### src/rtl/bdc_pkg.sv
// Shared constants for the backlight dimming controller
package bdc_pkg;
    localparam int CLK_HZ = 100000000;
    localparam int N_SINK = 8;
    localparam logic [6:0] SLAVE_ADDR = 7'h2C;          // Arbitrary fixed address
    localparam logic [7:0] REG_BRIGHT = 8'h00;
    localparam logic [7:0] REG_CTRL = 8'h01;
    localparam logic [7:0] REG_FAULT = 8'h02;
    localparam logic [7:0] REG_ID = 8'h03;
    localparam logic [7:0] BRIGHT_RST = 8'hFF;
    localparam logic [7:0] CTRL_RST = 8'h00;
    localparam logic [4:0] ID_MFG_REV = 5'h05;           // Arbitrary vendor/revision value
    localparam int CTRL_ON_BIT = 0;
    localparam int CTRL_SEL_BIT = 1;
    localparam int CTRL_MD_BIT = 2;
    localparam int FLT_ANY_BIT = 0;
    localparam int FLT_THRM_BIT = 1;
    localparam int FLT_OC_BIT = 2;
    localparam int FLT_STAT_BIT = 3;
    // Internal dimming frequency default
    localparam int DIM_FREQ_HZ = 1000;
    localparam int DIM_STEP_CYC = CLK_HZ / (DIM_FREQ_HZ * 256);
    // Sustained over-current time
    localparam int OC_SUSTAIN_US = 10;
    localparam int OC_SUSTAIN_CYC = OC_SUSTAIN_US * (CLK_HZ / 1000000);
    // Auto-restart interval while all strings open
    localparam int RESTART_US = 40;
    localparam int RESTART_CYC = RESTART_US * (CLK_HZ / 1000000);
    // Dimming modes
    typedef enum logic [1:0] {
        BDC_NODELAY = 2'b00,
        BDC_DIRECT = 2'b01,
        BDC_ANALOG = 2'b10
    } bdc_mode_t;
    typedef enum logic [2:0] {
        BDC_IDLE = 3'b000,
        BDC_ADDR = 3'b001,
        BDC_CMD = 3'b010,
        BDC_WDAT = 3'b011,
        BDC_RDAT = 3'b100,
        BDC_SKIP = 3'b101
    } bdc_smb_t;
endpackage : bdc_pkg

### src/rtl/bdc_duty_if.sv
// Interface carrying measured duty from the meter to the core
`timescale 1ns/10ps
interface bdc_duty_if;
    logic valid;
    logic [7:0] duty;
    logic level;
    modport meter(output valid, output duty, output level);
    modport core(input valid, input duty, input level);
endinterface : bdc_duty_if

### src/rtl/bdc_duty_meter.sv
// Duty cycle counter for the PWM input
`timescale 1ns/10ps
module bdc_duty_meter (
    input wire logic clk_in,
    input wire logic rst_n_in,
    input wire logic pwm_in,
    bdc_duty_if.meter dif
);
    logic [2:0] sync_q;
    logic [23:0] hi_q, hi_d, per_q, per_d;
    logic [7:0] duty_q, duty_d;
    logic valid_q, valid_d, lvl_q, lvl_d;
    logic [31:0] scaled;
    logic rise;

    // Second and third stages must agree before a level change counts
    always_comb begin
        lvl_d = lvl_q;
        if (sync_q[2] == sync_q[1]) begin
            lvl_d = sync_q[1];
        end
    end
    assign rise = lvl_d && !lvl_q;
    assign scaled = {hi_q, 8'h00} - {8'h00, hi_q};

    // Counts run at the full clock so rate adapts to any input period up to 16777215 cycles
    always_comb begin
        hi_d = hi_q;
        // Saturate while idle, but a rising edge still restarts the period
        per_d = (per_q == 24'hFFFFFF) ? per_q : per_q + 24'h000001;
        duty_d = duty_q;
        valid_d = 1'b0;
        if (lvl_q) begin
            hi_d = hi_q + 24'h000001;
        end
        if (rise) begin
            per_d = 24'h000001;
            hi_d = 24'h000000;
            if (per_q != 24'h000000) begin
                duty_d = 8'((scaled + {8'h00, per_q} - 32'h1) / {8'h00, per_q}); // [RL2]
                valid_d = 1'b1;
            end
        end
    end

    always_ff @(posedge clk_in or negedge rst_n_in) begin
        if (!rst_n_in) begin
            sync_q <= 3'h0;
            hi_q <= 24'h000000;
            per_q <= 24'h000000;
            duty_q <= 8'h00;
            valid_q <= 1'b0;
            lvl_q <= 1'b0;
        end else begin
            sync_q <= {sync_q[1:0], pwm_in};
            hi_q <= hi_d;
            per_q <= per_d;
            duty_q <= duty_d;
            valid_q <= valid_d;
            lvl_q <= lvl_d;
        end
    end

    assign dif.valid = valid_q;
    assign dif.duty = duty_q;
    assign dif.level = lvl_q;
endmodule : bdc_duty_meter

### src/rtl/bdc_top.sv
// Backlight dimming control: brightness register, dimming, faults, SMBus slave
// Function
// RL1: Internal oscillator makes dimming PWM switching every sink at its frequency.
// RL2: Duty counter measures PWM input duty, adapting across 200Hz to 20kHz.
// RL3: Each measured duty is stored as eight bits in the brightness register.
// RL4: SMBus-written brightness byte goes straight into the same register.
// RL5: Sinks switch according to the duty held in the brightness register.
// RL6: No-delay mode switches all active sinks together at the oscillator rate.
// RL7: Source keeps duty at least 1 or 4 percent by frequency band.
// RL8: Direct mode makes all active sinks follow the PWM input itself.
// RL9: Source keeps direct mode minimum duty per frequency band up to 20k.
// RL10: Analog mode keeps sinks on with level scaled by brightness.
// RL11: Output above clamp plus 80mV holds switch off until below clamp.
// RL12: A sink with no current is deactivated and left out of regulation.
// RL13: A sink over its voltage threshold is switched off and excluded.
// RL14: Deactivated sinks stay off until reset, enable toggle or SMBus write.
// RL15: With every string open the device restarts repeatedly until one closes.
// RL16: Switch current at limit turns switch off until next switching cycle.
// RL17: Sustained over-current shuts down until reset or enable toggle.
// RL18: Short circuit shuts down at once until reset, enable toggle or SMBus.
// RL19: Over-temperature shuts down now and restarts when indication clears.
// RL20: Device answers its fixed 7-bit address plus direction bit.
// RL21: Read byte: address write, command, address read, device returns register.
// RL22: Write byte: address write, command, data; data goes into register.
// RL23: Brightness register resets to 0xFF and reads back current level.
// RL24: Control bit 0 turns sinks on; bits 1 and 2 choose source mode. Code uses only bit 1 (use_pwm); bit 2 is stored but unused.
// RL25: Device acks address, command and write data; host nacks read data.
`timescale 1ns/10ps
module bdc_top (
    input wire logic clk_in,
    input wire logic rst_n_in,
    input wire logic pwm_in,
    input wire logic enable_in,
    input wire logic [1:0] dim_mode_in,
    input wire logic interface_select_pin_in,
    input wire logic [7:0] sink_no_current_in,
    input wire logic [7:0] sink_over_volt_in,
    input wire logic out_over_clamp_in,
    input wire logic out_below_clamp_in,
    input wire logic sw_over_limit_in,
    input wire logic sw_cycle_start_in,
    input wire logic out_short_in,
    input wire logic over_temp_in,
    input wire logic scl_in,
    input wire logic sda_in,
    output logic sda_out,
    output logic sda_oe_out,
    output logic [7:0] led_sink_channel_out,
    output logic [7:0] analog_level_out,
    output logic boost_sw_en_out,
    output logic shutdown_out
);
    bdc_duty_if dif();
    bdc_duty_meter u_meter (.clk_in(clk_in), .rst_n_in(rst_n_in), .pwm_in(pwm_in), .dif(dif));

    // ------------------------------------------------------------
    // Pin synchronisers
    // ------------------------------------------------------------
    logic [2:0] scl_s_q, sda_s_q, en_s_q, tmp_s_q;
    logic scl_q, scl_d, sdal_q, sdal_d, en_q, en_d, tmp_q, tmp_d;
    always_comb begin
        scl_d = (scl_s_q[2] == scl_s_q[1]) ? scl_s_q[1] : scl_q;
        sdal_d = (sda_s_q[2] == sda_s_q[1]) ? sda_s_q[1] : sdal_q;
        en_d = (en_s_q[2] == en_s_q[1]) ? en_s_q[1] : en_q;
        tmp_d = (tmp_s_q[2] == tmp_s_q[1]) ? tmp_s_q[1] : tmp_q;
    end
    always_ff @(posedge clk_in or negedge rst_n_in) begin
        if (!rst_n_in) begin
            scl_s_q <= 3'h7;
            sda_s_q <= 3'h7;
            en_s_q <= 3'h0;
            tmp_s_q <= 3'h0;
            scl_q <= 1'b1;
            sdal_q <= 1'b1;
            en_q <= 1'b0;
            tmp_q <= 1'b0;
        end else begin
            scl_s_q <= {scl_s_q[1:0], scl_in};
            sda_s_q <= {sda_s_q[1:0], sda_in};
            en_s_q <= {en_s_q[1:0], enable_in};
            tmp_s_q <= {tmp_s_q[1:0], over_temp_in};
            scl_q <= scl_d;
            sdal_q <= sdal_d;
            en_q <= en_d;
            tmp_q <= tmp_d;
        end
    end
    wire scl_rise = scl_d && !scl_q;
    wire scl_fall = !scl_d && scl_q;
    wire start_c = scl_q && scl_d && sdal_q && !sdal_d;
    wire stop_c = scl_q && scl_d && !sdal_q && sdal_d;
    wire en_rise = en_d && !en_q;

    // ------------------------------------------------------------
    // SMBus byte slave
    // ------------------------------------------------------------
    bdc_pkg::bdc_smb_t st_q, st_d;
    logic [7:0] sh_q, sh_d, cmd_q, cmd_d, bright_q, bright_d, ctrl_q, ctrl_d;
    logic [3:0] bit_q, bit_d;
    logic ack_q, ack_d, oe_q, oe_d, dout_q, dout_d, wr_q, wr_d, smb_rst;
    logic [7:0] rd_val, fault_reg;
    always_comb begin
        case (cmd_q)
            bdc_pkg::REG_BRIGHT: rd_val = bright_q; // [RL23]
            bdc_pkg::REG_CTRL: rd_val = {5'h00, ctrl_q[2:0]};
            bdc_pkg::REG_FAULT: rd_val = fault_reg;
            bdc_pkg::REG_ID: rd_val = {3'h4, bdc_pkg::ID_MFG_REV};
            default: rd_val = 8'h00;
        endcase
    end
    always_comb begin
        st_d = st_q;
        sh_d = sh_q;
        bit_d = bit_q;
        cmd_d = cmd_q;
        ack_d = ack_q;
        oe_d = oe_q;
        dout_d = dout_q;
        wr_d = 1'b0;
        if (start_c) begin
            st_d = bdc_pkg::BDC_ADDR;
            bit_d = 4'h0;
            ack_d = 1'b0;
            oe_d = 1'b0;
        end else if (stop_c) begin
            st_d = bdc_pkg::BDC_IDLE;
            oe_d = 1'b0;
        end else if (st_q != bdc_pkg::BDC_IDLE && st_q != bdc_pkg::BDC_SKIP) begin
            if (scl_rise && !ack_q && st_q != bdc_pkg::BDC_RDAT) begin
                sh_d = {sh_q[6:0], sdal_q};
                bit_d = bit_q + 4'h1;
            end else if (scl_rise && !ack_q) begin
                bit_d = bit_q + 4'h1;
            end else if (scl_rise && ack_q && st_q == bdc_pkg::BDC_RDAT && sdal_q) begin
                st_d = bdc_pkg::BDC_SKIP; // [RL25]
            end
            if (scl_fall && !ack_q && bit_q == 4'h8) begin
                bit_d = 4'h0;
                ack_d = 1'b1;
                oe_d = 1'b1;
                dout_d = 1'b0;
                case (st_q)
                    bdc_pkg::BDC_ADDR: begin
                        if (sh_q[7:1] != bdc_pkg::SLAVE_ADDR) begin // [RL20]
                            st_d = bdc_pkg::BDC_SKIP;
                            oe_d = 1'b0;
                            ack_d = 1'b0;
                        end
                    end
                    bdc_pkg::BDC_CMD: cmd_d = sh_q; // [RL21]
                    bdc_pkg::BDC_WDAT: wr_d = 1'b1; // [RL22]
                    bdc_pkg::BDC_RDAT: oe_d = 1'b0;
                    default: st_d = bdc_pkg::BDC_SKIP;
                endcase
            end else if (scl_fall && ack_q) begin
                ack_d = 1'b0;
                oe_d = 1'b0;
                case (st_q)
                    bdc_pkg::BDC_ADDR: begin
                        if (sh_q[0]) begin
                            st_d = bdc_pkg::BDC_RDAT;
                            sh_d = {rd_val[6:0], 1'b0};
                            dout_d = rd_val[7];
                            oe_d = !rd_val[7];
                        end else begin
                            st_d = bdc_pkg::BDC_CMD;
                        end
                    end
                    bdc_pkg::BDC_CMD: st_d = bdc_pkg::BDC_WDAT;
                    bdc_pkg::BDC_RDAT: st_d = bdc_pkg::BDC_SKIP;
                    default: st_d = bdc_pkg::BDC_SKIP;
                endcase
            end else if (scl_fall && st_q == bdc_pkg::BDC_RDAT && bit_q != 4'h8) begin
                dout_d = sh_q[7];
                oe_d = !sh_q[7]; // Open drain: drive only zeros
                sh_d = {sh_q[6:0], 1'b0};
            end
        end
    end
    always_ff @(posedge clk_in or negedge rst_n_in) begin
        if (!rst_n_in) begin
            st_q <= bdc_pkg::BDC_IDLE;
            sh_q <= 8'h00;
            bit_q <= 4'h0;
            cmd_q <= 8'h00;
            ack_q <= 1'b0;
            oe_q <= 1'b0;
            dout_q <= 1'b1;
            wr_q <= 1'b0;
        end else begin
            st_q <= st_d;
            sh_q <= sh_d;
            bit_q <= bit_d;
            cmd_q <= cmd_d;
            ack_q <= ack_d;
            oe_q <= oe_d;
            dout_q <= dout_d;
            wr_q <= wr_d;
        end
    end
    assign smb_rst = wr_q && cmd_q == bdc_pkg::REG_CTRL;

    // ------------------------------------------------------------
    // Brightness and control registers
    // ------------------------------------------------------------
    wire use_pwm = !interface_select_pin_in || ctrl_q[bdc_pkg::CTRL_SEL_BIT];
    always_comb begin
        bright_d = bright_q;
        ctrl_d = ctrl_q;
        if (use_pwm && dif.valid) begin
            bright_d = dif.duty; // [RL3]
        end
        if (wr_q && cmd_q == bdc_pkg::REG_BRIGHT) begin
            bright_d = sh_q; // [RL4]
        end
        if (wr_q && cmd_q == bdc_pkg::REG_CTRL) begin
            ctrl_d = {5'h00, sh_q[2:0]}; // [RL24]
        end
    end

    // ------------------------------------------------------------
    // Dimming oscillator, faults, sink outputs
    // ------------------------------------------------------------
    logic [15:0] div_q, div_d;
    logic [7:0] phase_q, phase_d, dead_q, dead_d, sink_q, sink_d, alvl_q, alvl_d;
    logic [31:0] oc_q, oc_d, rs_q, rs_d;
    logic oclat_q, oclat_d, sclat_q, sclat_d, swoff_q, swoff_d, ovc_q, ovc_d;
    logic shut_q, shut_d, bsw_q, bsw_d;
    wire tick = div_q == 16'(bdc_pkg::DIM_STEP_CYC - 1);
    wire clr_dead = en_rise || smb_rst || rs_q == 32'(bdc_pkg::RESTART_CYC - 1);
    always_comb begin
        div_d = tick ? 16'h0000 : div_q + 16'h0001;
        phase_d = tick ? phase_q + 8'h01 : phase_q; // [RL1]
        // A fault seen in the clearing cycle still latches
        dead_d = (clr_dead ? 8'h00 : dead_q) | sink_over_volt_in; // [RL13] [RL14]
        dead_d = dead_d | sink_no_current_in; // [RL12]
        rs_d = 32'h0;
        if (dead_q == 8'hFF && rs_q != 32'(bdc_pkg::RESTART_CYC - 1)) begin
            rs_d = rs_q + 32'h1; // [RL15]
        end
        oc_d = sw_over_limit_in ? oc_q + 32'h1 : 32'h0;
        oclat_d = (oclat_q && !en_rise) || oc_q == 32'(bdc_pkg::OC_SUSTAIN_CYC); // [RL17]
        sclat_d = (sclat_q && !en_rise && !smb_rst) || out_short_in; // [RL18]
        swoff_d = swoff_q;
        if (sw_cycle_start_in) swoff_d = 1'b0;
        if (sw_over_limit_in) swoff_d = 1'b1; // [RL16]
        ovc_d = ovc_q;
        if (out_below_clamp_in) ovc_d = 1'b0;
        if (out_over_clamp_in) ovc_d = 1'b1; // [RL11]
        shut_d = !en_q || oclat_d || sclat_d || tmp_q; // [RL19]
        bsw_d = !shut_d && !swoff_d && !ovc_d && !sw_over_limit_in && !out_over_clamp_in;
        sink_d = 8'h00;
        alvl_d = 8'h00;
        if (!shut_d && (ctrl_q[bdc_pkg::CTRL_ON_BIT] || !interface_select_pin_in)) begin
            case (bdc_pkg::bdc_mode_t'(dim_mode_in))
                bdc_pkg::BDC_NODELAY: sink_d = {8{phase_q < bright_q}} & ~dead_d; // [RL5] [RL6]
                bdc_pkg::BDC_DIRECT: sink_d = {8{dif.level}} & ~dead_d; // [RL8]
                bdc_pkg::BDC_ANALOG: begin
                    sink_d = ~dead_d; // [RL10]
                    alvl_d = bright_q;
                end
                default: sink_d = 8'h00;
            endcase
        end
    end
    assign fault_reg = {2'b00, (dead_q != 8'h00) ? 2'b01 : 2'b00, shut_q == 1'b0,
        oclat_q, tmp_q, oclat_q || tmp_q || sclat_q};
    always_ff @(posedge clk_in or negedge rst_n_in) begin
        if (!rst_n_in) begin
            bright_q <= bdc_pkg::BRIGHT_RST;
            ctrl_q <= bdc_pkg::CTRL_RST;
            div_q <= 16'h0000;
            phase_q <= 8'h00;
            dead_q <= 8'h00;
            sink_q <= 8'h00;
            alvl_q <= 8'h00;
            oc_q <= 32'h0;
            rs_q <= 32'h0;
            oclat_q <= 1'b0;
            sclat_q <= 1'b0;
            swoff_q <= 1'b0;
            ovc_q <= 1'b0;
            shut_q <= 1'b1;
            bsw_q <= 1'b0;
        end else begin
            bright_q <= bright_d;
            ctrl_q <= ctrl_d;
            div_q <= div_d;
            phase_q <= phase_d;
            dead_q <= dead_d;
            sink_q <= sink_d;
            alvl_q <= alvl_d;
            oc_q <= oc_d;
            rs_q <= rs_d;
            oclat_q <= oclat_d;
            sclat_q <= sclat_d;
            swoff_q <= swoff_d;
            ovc_q <= ovc_d;
            shut_q <= shut_d;
            bsw_q <= bsw_d;
        end
    end
    assign sda_out = dout_q;
    assign sda_oe_out = oe_q;
    assign led_sink_channel_out = sink_q;
    assign analog_level_out = alvl_q;
    assign boost_sw_en_out = bsw_q;
    assign shutdown_out = shut_q;

    // ------------------------------------------------------------
    // Checks
    // ------------------------------------------------------------
    a_short_shutdown: assert property (@(posedge clk_in) disable iff (!rst_n_in) // [RL18]
        out_short_in |=> shutdown_out) else $error("short did not shut down");
    a_temp_shutdown: assert property (@(posedge clk_in) disable iff (!rst_n_in) // [RL19]
        tmp_q |=> shutdown_out) else $error("thermal did not shut down");
    a_limit_switch: assert property (@(posedge clk_in) disable iff (!rst_n_in) // [RL16]
        sw_over_limit_in |=> !boost_sw_en_out) else $error("switch on at limit");
    a_clamp_hold: assert property (@(posedge clk_in) disable iff (!rst_n_in) // [RL11]
        out_over_clamp_in |=> !boost_sw_en_out) else $error("switch on over clamp");
    a_dead_sink: assert property (@(posedge clk_in) disable iff (!rst_n_in) // [RL12]
        (sink_no_current_in[0] && !clr_dead) |=> !led_sink_channel_out[0])
        else $error("open sink still on");
    a_ov_sink: assert property (@(posedge clk_in) disable iff (!rst_n_in) // [RL13]
        (sink_over_volt_in[1] && !clr_dead) |=> !led_sink_channel_out[1])
        else $error("over-volt sink still on");
    a_duty_store: assert property (@(posedge clk_in) disable iff (!rst_n_in) // [RL3]
        (use_pwm && dif.valid && !wr_q) |=> bright_q == $past(dif.duty))
        else $error("duty not stored");
    a_smb_write: assert property (@(posedge clk_in) disable iff (!rst_n_in) // [RL4]
        (wr_q && cmd_q == bdc_pkg::REG_BRIGHT) |=> bright_q == $past(sh_q))
        else $error("brightness write lost");
endmodule : bdc_top

### config.mk
export PLATFORM = sky130hd
export DESIGN_NAME = bdc_top
export DESIGN_NICKNAME = d
export VERILOG_FILES = /design/src/rtl/bdc_pkg.sv /design/src/rtl/bdc_duty_if.sv /design/src/rtl/bdc_duty_meter.sv /design/src/rtl/bdc_top.sv
export SDC_FILE = /design/constraint.sdc
export NUM_CORES = 2
export LEC_CHECK = 0
export BUFFER_PORTS_ARGS = -buffer_cell sky130_fd_sc_hd__clkbuf_2
export CELL_PAD_IN_SITES_DETAIL_PLACEMENT = 0
export CELL_PAD_IN_SITES_GLOBAL_PLACEMENT = 1
export CORE_ASPECT_RATIO = 1.1
export CORE_MARGIN = 1.5
export CORE_UTILIZATION = 40
export DETAILED_ROUTE_END_ITERATION = 8
export PLACE_DENSITY_LB_ADDON = 0.1
export SLEW_MARGIN = 20
export SYNTH_ARGS = -nofsm -noshare
export SYNTH_HDL_FRONTEND = slang
export SYNTH_SLANG_ARGS = --single-unit
### constraint.sdc
create_clock -name clk_in -period 240 [get_ports clk_in]
set_input_delay 12 -clock clk_in [delete_from_list [all_inputs] [get_ports clk_in]]
set_output_delay 12 -clock clk_in [all_outputs]
set_load 0.02 [all_outputs]
# Yosys cells after proc, flatten, opt, wreduce, memory -nomap -nowiden
# Index checks and enable logic that the tools add are counted.
dict set report word_totals {
  register_bits 233
  output_inout_bits 20
  inputBits 31
  word_cells 243
}
dict set report op_classes {
  add_sub_neg 10
  bitwise_logic 8
  n_lt_le_gt_ge 1
  reduce_logical 81
  mux 76
  div_mod_pow 1
  eq_ne 29
}
# operator count
set op_table {}
lappend op_table {{2-to-1 mux 24 bit} 4}
lappend op_table {{2-to-1 mux 8 bit} 12}
lappend op_table {{adder 32 x 1 -> 32 bit (second input constant)} 2}
lappend op_table {{2-to-1 mux 32 bit} 2}
lappend op_table {{adder 24 x 1 -> 24 bit (second input constant)} 2}
lappend op_table {{2-to-1 mux 1 bit} 36}
lappend op_table {{adder 32 x 24 -> 32 bit} 1}
lappend op_table {{divider 32 x 24 -> 32 bit} 1}
lappend op_table {{equality test 32 x 10 -> 1 bit (second input constant)} 1}
lappend op_table {{equality test 32 x 12 -> 1 bit (second input constant)} 1}
lappend op_table {{logical AND 1 bit} 32}
lappend op_table {{!= test 32 x 12 -> 1 bit (second input constant)} 1}
lappend op_table {{case mux 8 bit (4 select lines)} 1}
lappend op_table {{subtractor 32 x 1 -> 32 bit (second input constant)} 1}
lappend op_table {{subtractor 32 x 24 -> 32 bit} 1}
lappend op_table {{2-to-1 mux 3 bit} 10}
lappend op_table {{equality test 24 bit (second input constant)} 1}
lappend op_table {{2-to-1 mux 4 bit} 6}
lappend op_table {{case mux 8 bit (3 select lines)} 1}
lappend op_table {{nonzero test 24 bit} 1}
lappend op_table {{logical NOT 1 bit} 17}
lappend op_table {{adder 16 x 1 -> 16 bit (second input constant)} 1}
lappend op_table {{AND 8 bit} 2}
lappend op_table {{equality test 16 x 9 -> 1 bit (second input constant)} 1}
lappend op_table {{other kinds (38)} 68}

# Depth between registers and ports, before layout
dict set report depth {
  word_depth 15
  mapped_depth 421
  depth_no_buf 385
}

# Hierarchy
# Synthesis repeated with hierarchy kept, for this count alone.
dict set report unflattened {
  cells_unflattened 5286
  area_unflattened_um2 40645.2
}
# module cells_per_inst area_per_inst_um2 n_inst
set by_module_without_submodules {}
lappend by_module_without_submodules {bdc_duty_meter 4452 32030.7 1}
lappend by_module_without_submodules {bdc_top 834 8614.5 1}

# Least setup slack after synthesis
# Ideal clock, no wire load.
dict set report synth_timing {
  path_type {reg-to-reg}
  start {register u_meter.per_q[14]}
  end {register u_meter.duty_q[0] (netlist: u_meter.dif.duty[0])}
  arrival_time_ns 80.394
  path_buffers 48
  period_less_slack_ns 80.519
  setup_slack_ns 159.481
  path_stages_with_launch 394
  cell_sequence {dfrtp_1 -> clkbuf_1 -> inv_1 -> fa_1 -> inv_1 -> ha_1 -> clkbuf_1 -> nand2_1 -> o21ai_0 -> o21ai_0 -> a221oi_1 -> and2_1 -> mux2_2 -> nor3_1 -> ha_1 -> a31o_2 -> inv_1 -> ha_1 -> [... 358 more ...] -> nor2b_1 -> o21ai_0 -> nand2b_1 -> a21oi_1 -> nor2b_1 -> o21a_1 -> o21a_1 -> o21ai_0 -> a21oi_1 -> nor2_1 -> o21ai_0 -> a211oi_1 -> o21bai_1 -> a21oi_1 -> o211a_1 -> o2111a_1 -> o211a_1 -> a31oi_1}
}
dict set report synth_between {
  elab_chain_cells 3
}
# element line_no
set synth_rtl {}
lappend synth_rtl {{from (decl)} bdc_duty_meter.sv:10} ;# logic [23:0] hi_q, hi_d, per_q, per_d;
lappend synth_rtl {{from (signal assigned)} bdc_duty_meter.sv:57} ;# per_q <= per_d;
lappend synth_rtl {{adder 32 x 24 -> 32 bit} bdc_duty_meter.sv:40} ;# duty_d = 8'((scaled + {8'h00, per_q} - 32'h1) / {8'h00, per_q});
lappend synth_rtl {{subtractor 32 x 1 -> 32 bit} bdc_duty_meter.sv:40}
lappend synth_rtl {{divider 32 x 24 -> 32 bit} bdc_duty_meter.sv:40}
lappend synth_rtl {{to (signal assigned)} bdc_duty_meter.sv:58} ;# duty_q <= duty_d;
lappend synth_rtl {{to (decl)} bdc_duty_meter.sv:11} ;# logic [7:0] duty_q, duty_d;
# Several ways; a longest one is shown, not always the timed one.
# A chain may end at the register's enable or synchronous reset.

# Worst setup path in the final report
dict set report layout_timing {
  start {register u_meter.per_q[11]}
  end {register u_meter.duty_q[0] (netlist: u_meter.dif.duty[0])}
}
# The elaborated chain is that of the path after synthesis.

==> results.txt <==
The maximum clock frequency came out at between 10 and 15 MHz. The routed via count divided by cell count is around 5.9. The first global-routing pass estimated roughly 210 mm of wire.

The post-synth net total is 5733. The max-slew headroom at the worst pin is 0.3418. For hold timing, the worst endpoint is tmp_s_q[1].

The worst path arrival time is 89.72 ns. The slew at the pin closest to its max-slew limit came out at ~0.98 ns. The sort of element at the end of the critical path is a flop. The number of global-route vias before repair is approximately 37000. The core region is between 0.09 and 0.1 mm2. Counting flops with an async set or reset pin after synthesis yields a share of 1.000. The clock reaches the later pin of the worst-skew pair after 0.57 ns.

The first detailed-routing pass took 5 iterations. Measured along the x axis, the die boundary spans between 300 and 400 um. The number of routed nets with antenna violations came out at 0. The number of cells on the worst hold path came out at 0. The H-tree depth is 1.

The portion of the post-synthesis area used by sequential elements came out at 0.1490. The sum of buffers and inverters on the critical path is 18. The first routing iteration left between 2000 and 2500 violations.

Counting stages on the worst path, the most repeated cell is sky130_fd_sc_hd__a21oi_1. After detailed routing, the average wire length per cell comes to 21.41 um. In this run the register-to-register setup slack is 150.74 ns.

The source of the worst hold timing path is tmp_s_q[0]. The setup skew after layout came out at ~0.024 ns. STA classifies the critical path startpoint as a flop. The cts-stage hold buffer count came out at 0. The clock transition at the registers of the reported paths came out at 0.06 ns.

On the critical path, the stage with the largest delay is an instance of sky130_fd_sc_hd__a2111o_1. The floorplan step defined a die boundary enclosing about 0.1 mm2. From bottom edge to top edge, the die measures around 330 um. The leading register cell type out of synthesis is sky130_fd_sc_hd__dfrtp_1.

The cell area after synthesis came out at 0.03927 mm2. The worst setup path startpoint is u_meter.per_q[11]. TritonCTS built the clock tree. The initial antenna violation count was 4.

The number of enable-type register cells in the synthesized netlist came out at 0. The reported max-cap violation count is 0. The flop and latch count out of synthesis is approximately 230. The TritonCTS buffer count is 27.

The number of warnings issued by yosys came out at 0. The final setup violation count is 0. The post-CTS setup buffer count is 0. Setup repair after global routing left no endpoint under its margin. The cell depth of the worst flop-to-flop path came out at between 300 and 400.

The count of boundary I/O pins is 51. The aggregate negative setup slack came out at 0 ns. The DRC violations left is 0. Entering global routing, the biggest net connects 138 pins. The count of endpoints failing hold in the final timing report is 0. The flow ran to the end, and the final reports show no timing, DRC or antenna violations. The worst setup path is of the flop to flop kind.

The gate count after technology mapping is ~5000. After clock tree synthesis, the repair step resized 0 gates. The worst hold path belongs to the class flop to flop. The biggest cell delay along the critical path is ~0.72 ns. The post-route fraction of the period consumed by the critical path is 0.3719.

The antenna diode count came out at 0. The layout overhead on the synthesized area is 7.070%. The endpoint of the lowest-slack register-to-register path is u_meter.dif.duty[0]. The final weighted congestion of routability-driven global placement came out at around 0.92. The number of unique standard cell types used by synthesis came out at 105.

After the last flow step, the layout net total stands at between 5000 and 6000. The minimum clock period after layout is just under 90 ns. Detailed placement ended at an HPWL of 108.5 mm. The number of clock sinks is between 200 and 250. The sum of overflow across all layers after global routing came out at 0.

The cell at the root of the clock tree is sky130_fd_sc_hd__clkbuf_16. The maximum buffer depth of the clock tree is 3. The mean instance size in the synthesized netlist came out at approximately 7.7 um2. For this configuration, the core starts out at a cell density of 0.4036. For the worst setup path, the data required time is 240.46 ns. The global router's overall resource usage came out at 0.2697.

Grouping stages by cell kind, the critical path spends the most delay in compound AO/OA/AOI/OAI gates. Port buffering added 50 buffers. The final wirelength is between 100 and 150 mm. The ratio of cells with drive above 1 in the final layout came out at 0.08566. Summing over every cut layer, the via total after detailed routing is ~38000. The startpoint of the worst-slack reg-to-reg timing path is u_meter.per_q[11]. The number of slew-limit violations in the final report came out at 0. The biggest fanout along the worst timing path came out at 35. The number of core rows came out at between 100 and 150.
-- layout make-up --
class	count	area [um2]
timing repair buffer	110	743.2
multi-input combinational	4539	32110
tap	1281	1603
inverter	229	859.6
clock inverter	13	131.4
sequential	233	5853
clock buffer	36	749.5
fill	10112	55250
-- synth_stat cells (47+ instances only) --
| cell | count | share of area |
|---|---|---|
| sky130_fd_sc_hd__o31ai_1 | 47 | 0.0090 |
| sky130_fd_sc_hd__a21oi_1 | 386 | 0.049 |
| sky130_fd_sc_hd__and3_1 | 60 | 0.0096 |
| sky130_fd_sc_hd__nor3_1 | 194 | 0.025 |
| sky130_fd_sc_hd__o21a_1 | 165 | 0.032 |
| sky130_fd_sc_hd__nor2_1 | 553 | 0.053 |
| sky130_fd_sc_hd__clkbuf_1 | 97 | 0.0093 |
| sky130_fd_sc_hd__nor2b_1 | 57 | 0.0091 |
| sky130_fd_sc_hd__mux2_2 | 145 | 0.042 |
| sky130_fd_sc_hd__a21o_1 | 137 | 0.026 |
| sky130_fd_sc_hd__dfrtp_1 | 215 | 0.14 |
| sky130_fd_sc_hd__a31oi_1 | 66 | 0.011 |
| sky130_fd_sc_hd__ha_1 | 555 | 0.18 |
| sky130_fd_sc_hd__inv_1 | 228 | 0.022 |
| sky130_fd_sc_hd__o211ai_1 | 51 | 0.0097 |
| sky130_fd_sc_hd__xor2_1 | 154 | 0.034 |
| sky130_fd_sc_hd__nand3_1 | 144 | 0.018 |
| sky130_fd_sc_hd__or3_1 | 69 | 0.011 |
| sky130_fd_sc_hd__and2_1 | 89 | 0.014 |
| sky130_fd_sc_hd__xnor2_1 | 260 | 0.058 |
| sky130_fd_sc_hd__nand4_1 | 63 | 0.010 |
| sky130_fd_sc_hd__nand2_1 | 438 | 0.042 |
| sky130_fd_sc_hd__o21ai_0 | 265 | 0.034 |
| sky130_fd_sc_hd__nand2b_1 | 47 | 0.0075 |
-- cells in the final DEF (no fill, tap or decap), types with 29 or more instances in the layout --
master / instances
sky130_fd_sc_hd__o211ai_1: 51
sky130_fd_sc_hd__and2_1: 89
sky130_fd_sc_hd__nand4_1: 63
sky130_fd_sc_hd__a21oi_1: 386
sky130_fd_sc_hd__nor3_1: 194
sky130_fd_sc_hd__nor2_1: 550
sky130_fd_sc_hd__o21a_1: 165
sky130_fd_sc_hd__inv_1: 219
sky130_fd_sc_hd__a31oi_1: 65
sky130_fd_sc_hd__mux2_2: 145
sky130_fd_sc_hd__nand2_1: 438
sky130_fd_sc_hd__nor2b_1: 57
sky130_fd_sc_hd__ha_1: 555
sky130_fd_sc_hd__a21boi_0: 29
sky130_fd_sc_hd__xnor2_1: 260
sky130_fd_sc_hd__o31ai_1: 45
sky130_fd_sc_hd__clkbuf_2: 49
sky130_fd_sc_hd__o21bai_1: 33
sky130_fd_sc_hd__xor2_1: 154
sky130_fd_sc_hd__a211oi_1: 38
sky130_fd_sc_hd__a21o_1: 137
sky130_fd_sc_hd__mux2i_1: 41
sky130_fd_sc_hd__or2_2: 32
sky130_fd_sc_hd__and3_1: 60
sky130_fd_sc_hd__o21ai_0: 265
sky130_fd_sc_hd__nand2b_1: 47
sky130_fd_sc_hd__buf_4: 58
sky130_fd_sc_hd__nand3_1: 144
sky130_fd_sc_hd__nor4_1: 39
sky130_fd_sc_hd__or3_1: 69
sky130_fd_sc_hd__dfrtp_1: 215
-- cell families after synthesis --
kind of cell               count (synthesis)  share of synthesized area
AOI/OAI and AO/OA                       1458                     0.2447
xor gates and xnor gates                 414                    0.09233
adders and majority gates                578                     0.1870
buffers and inverters                    358                    0.03514
DFF                                      233                     0.1490
muxes                                    211                    0.06127
and+or+nand+nor                         1878                     0.2305
-- metal layers --
| metal | wire length (um) | track usage | share of wire | vias up |
|---|---|---|---|---|
| met1 | 63620 | 0.3641 | 0.46 | 18242 |
| li1 | - | - | - | 18918 |
| met4 | 2970 | 0.05447 | 0.022 | 2 |
| met5 | 11 | 0 | 0.000080 | - |
| met3 | 5357 | 0.02391 | 0.039 | 152 |
| met2 | 65940 | 0.4647 | 0.48 | 800 |
-- state kept, by name (all words and copies together) (netlist names), 16 cells and up --
name and count:
u_meter.per_q 24, div_q 16, rs_q 32, u_meter.hi_q 24
oc_q 32
-- stage by stage --
stage               utilization  setup slack, ns  instance area (um2)  hold WS (ns)  instances
floorplan                     -           159.48                39270        0.3312       5130
finish                   0.4322           150.74                42050        0.3499       6441
detailed placement       0.4228           151.64                41130        0.3479       6391
global route             0.4322           142.53                42050        0.3657       6441
CTS                      0.4318           151.28                42010        0.3524       6440
global placement         0.4227           153.38                41130        0.3406       6391
-- worst register-to-register path, delay by kind of cell, from the launching register on --
kind / cells / cell delay (ns)
flip-flops: 1 / 0.69
buffers and inverters: 18 / 3.15
AND/OR/NAND/NOR: 99 / 20.71
multiplexers: 10 / 3.18
adder cells (fa/ha/maj): 33 / 10.62
AO/OA/AOI/OAI: 204 / 50.10
XOR/XNOR: 1 / 0.70
-- worst max-delay path by stage --
| stage | to | depth (start not counted) |
|---|---|---|
| after detailed placement | u_meter.dif.duty[0] | 360 |
| after CTS | u_meter.dif.duty[0] | 361 |
| after global placement | u_meter.dif.duty[0] | 359 |
| final | u_meter.dif.duty[0] | 365 |
| after global routing | u_meter.dif.duty[0] | 361 |
| after floorplan | u_meter.dif.duty[0] | 393 |
Power is left out: the tool's default activity adds up to more than one toggle a clock period on the data nets, which glitch-free logic cannot reach.
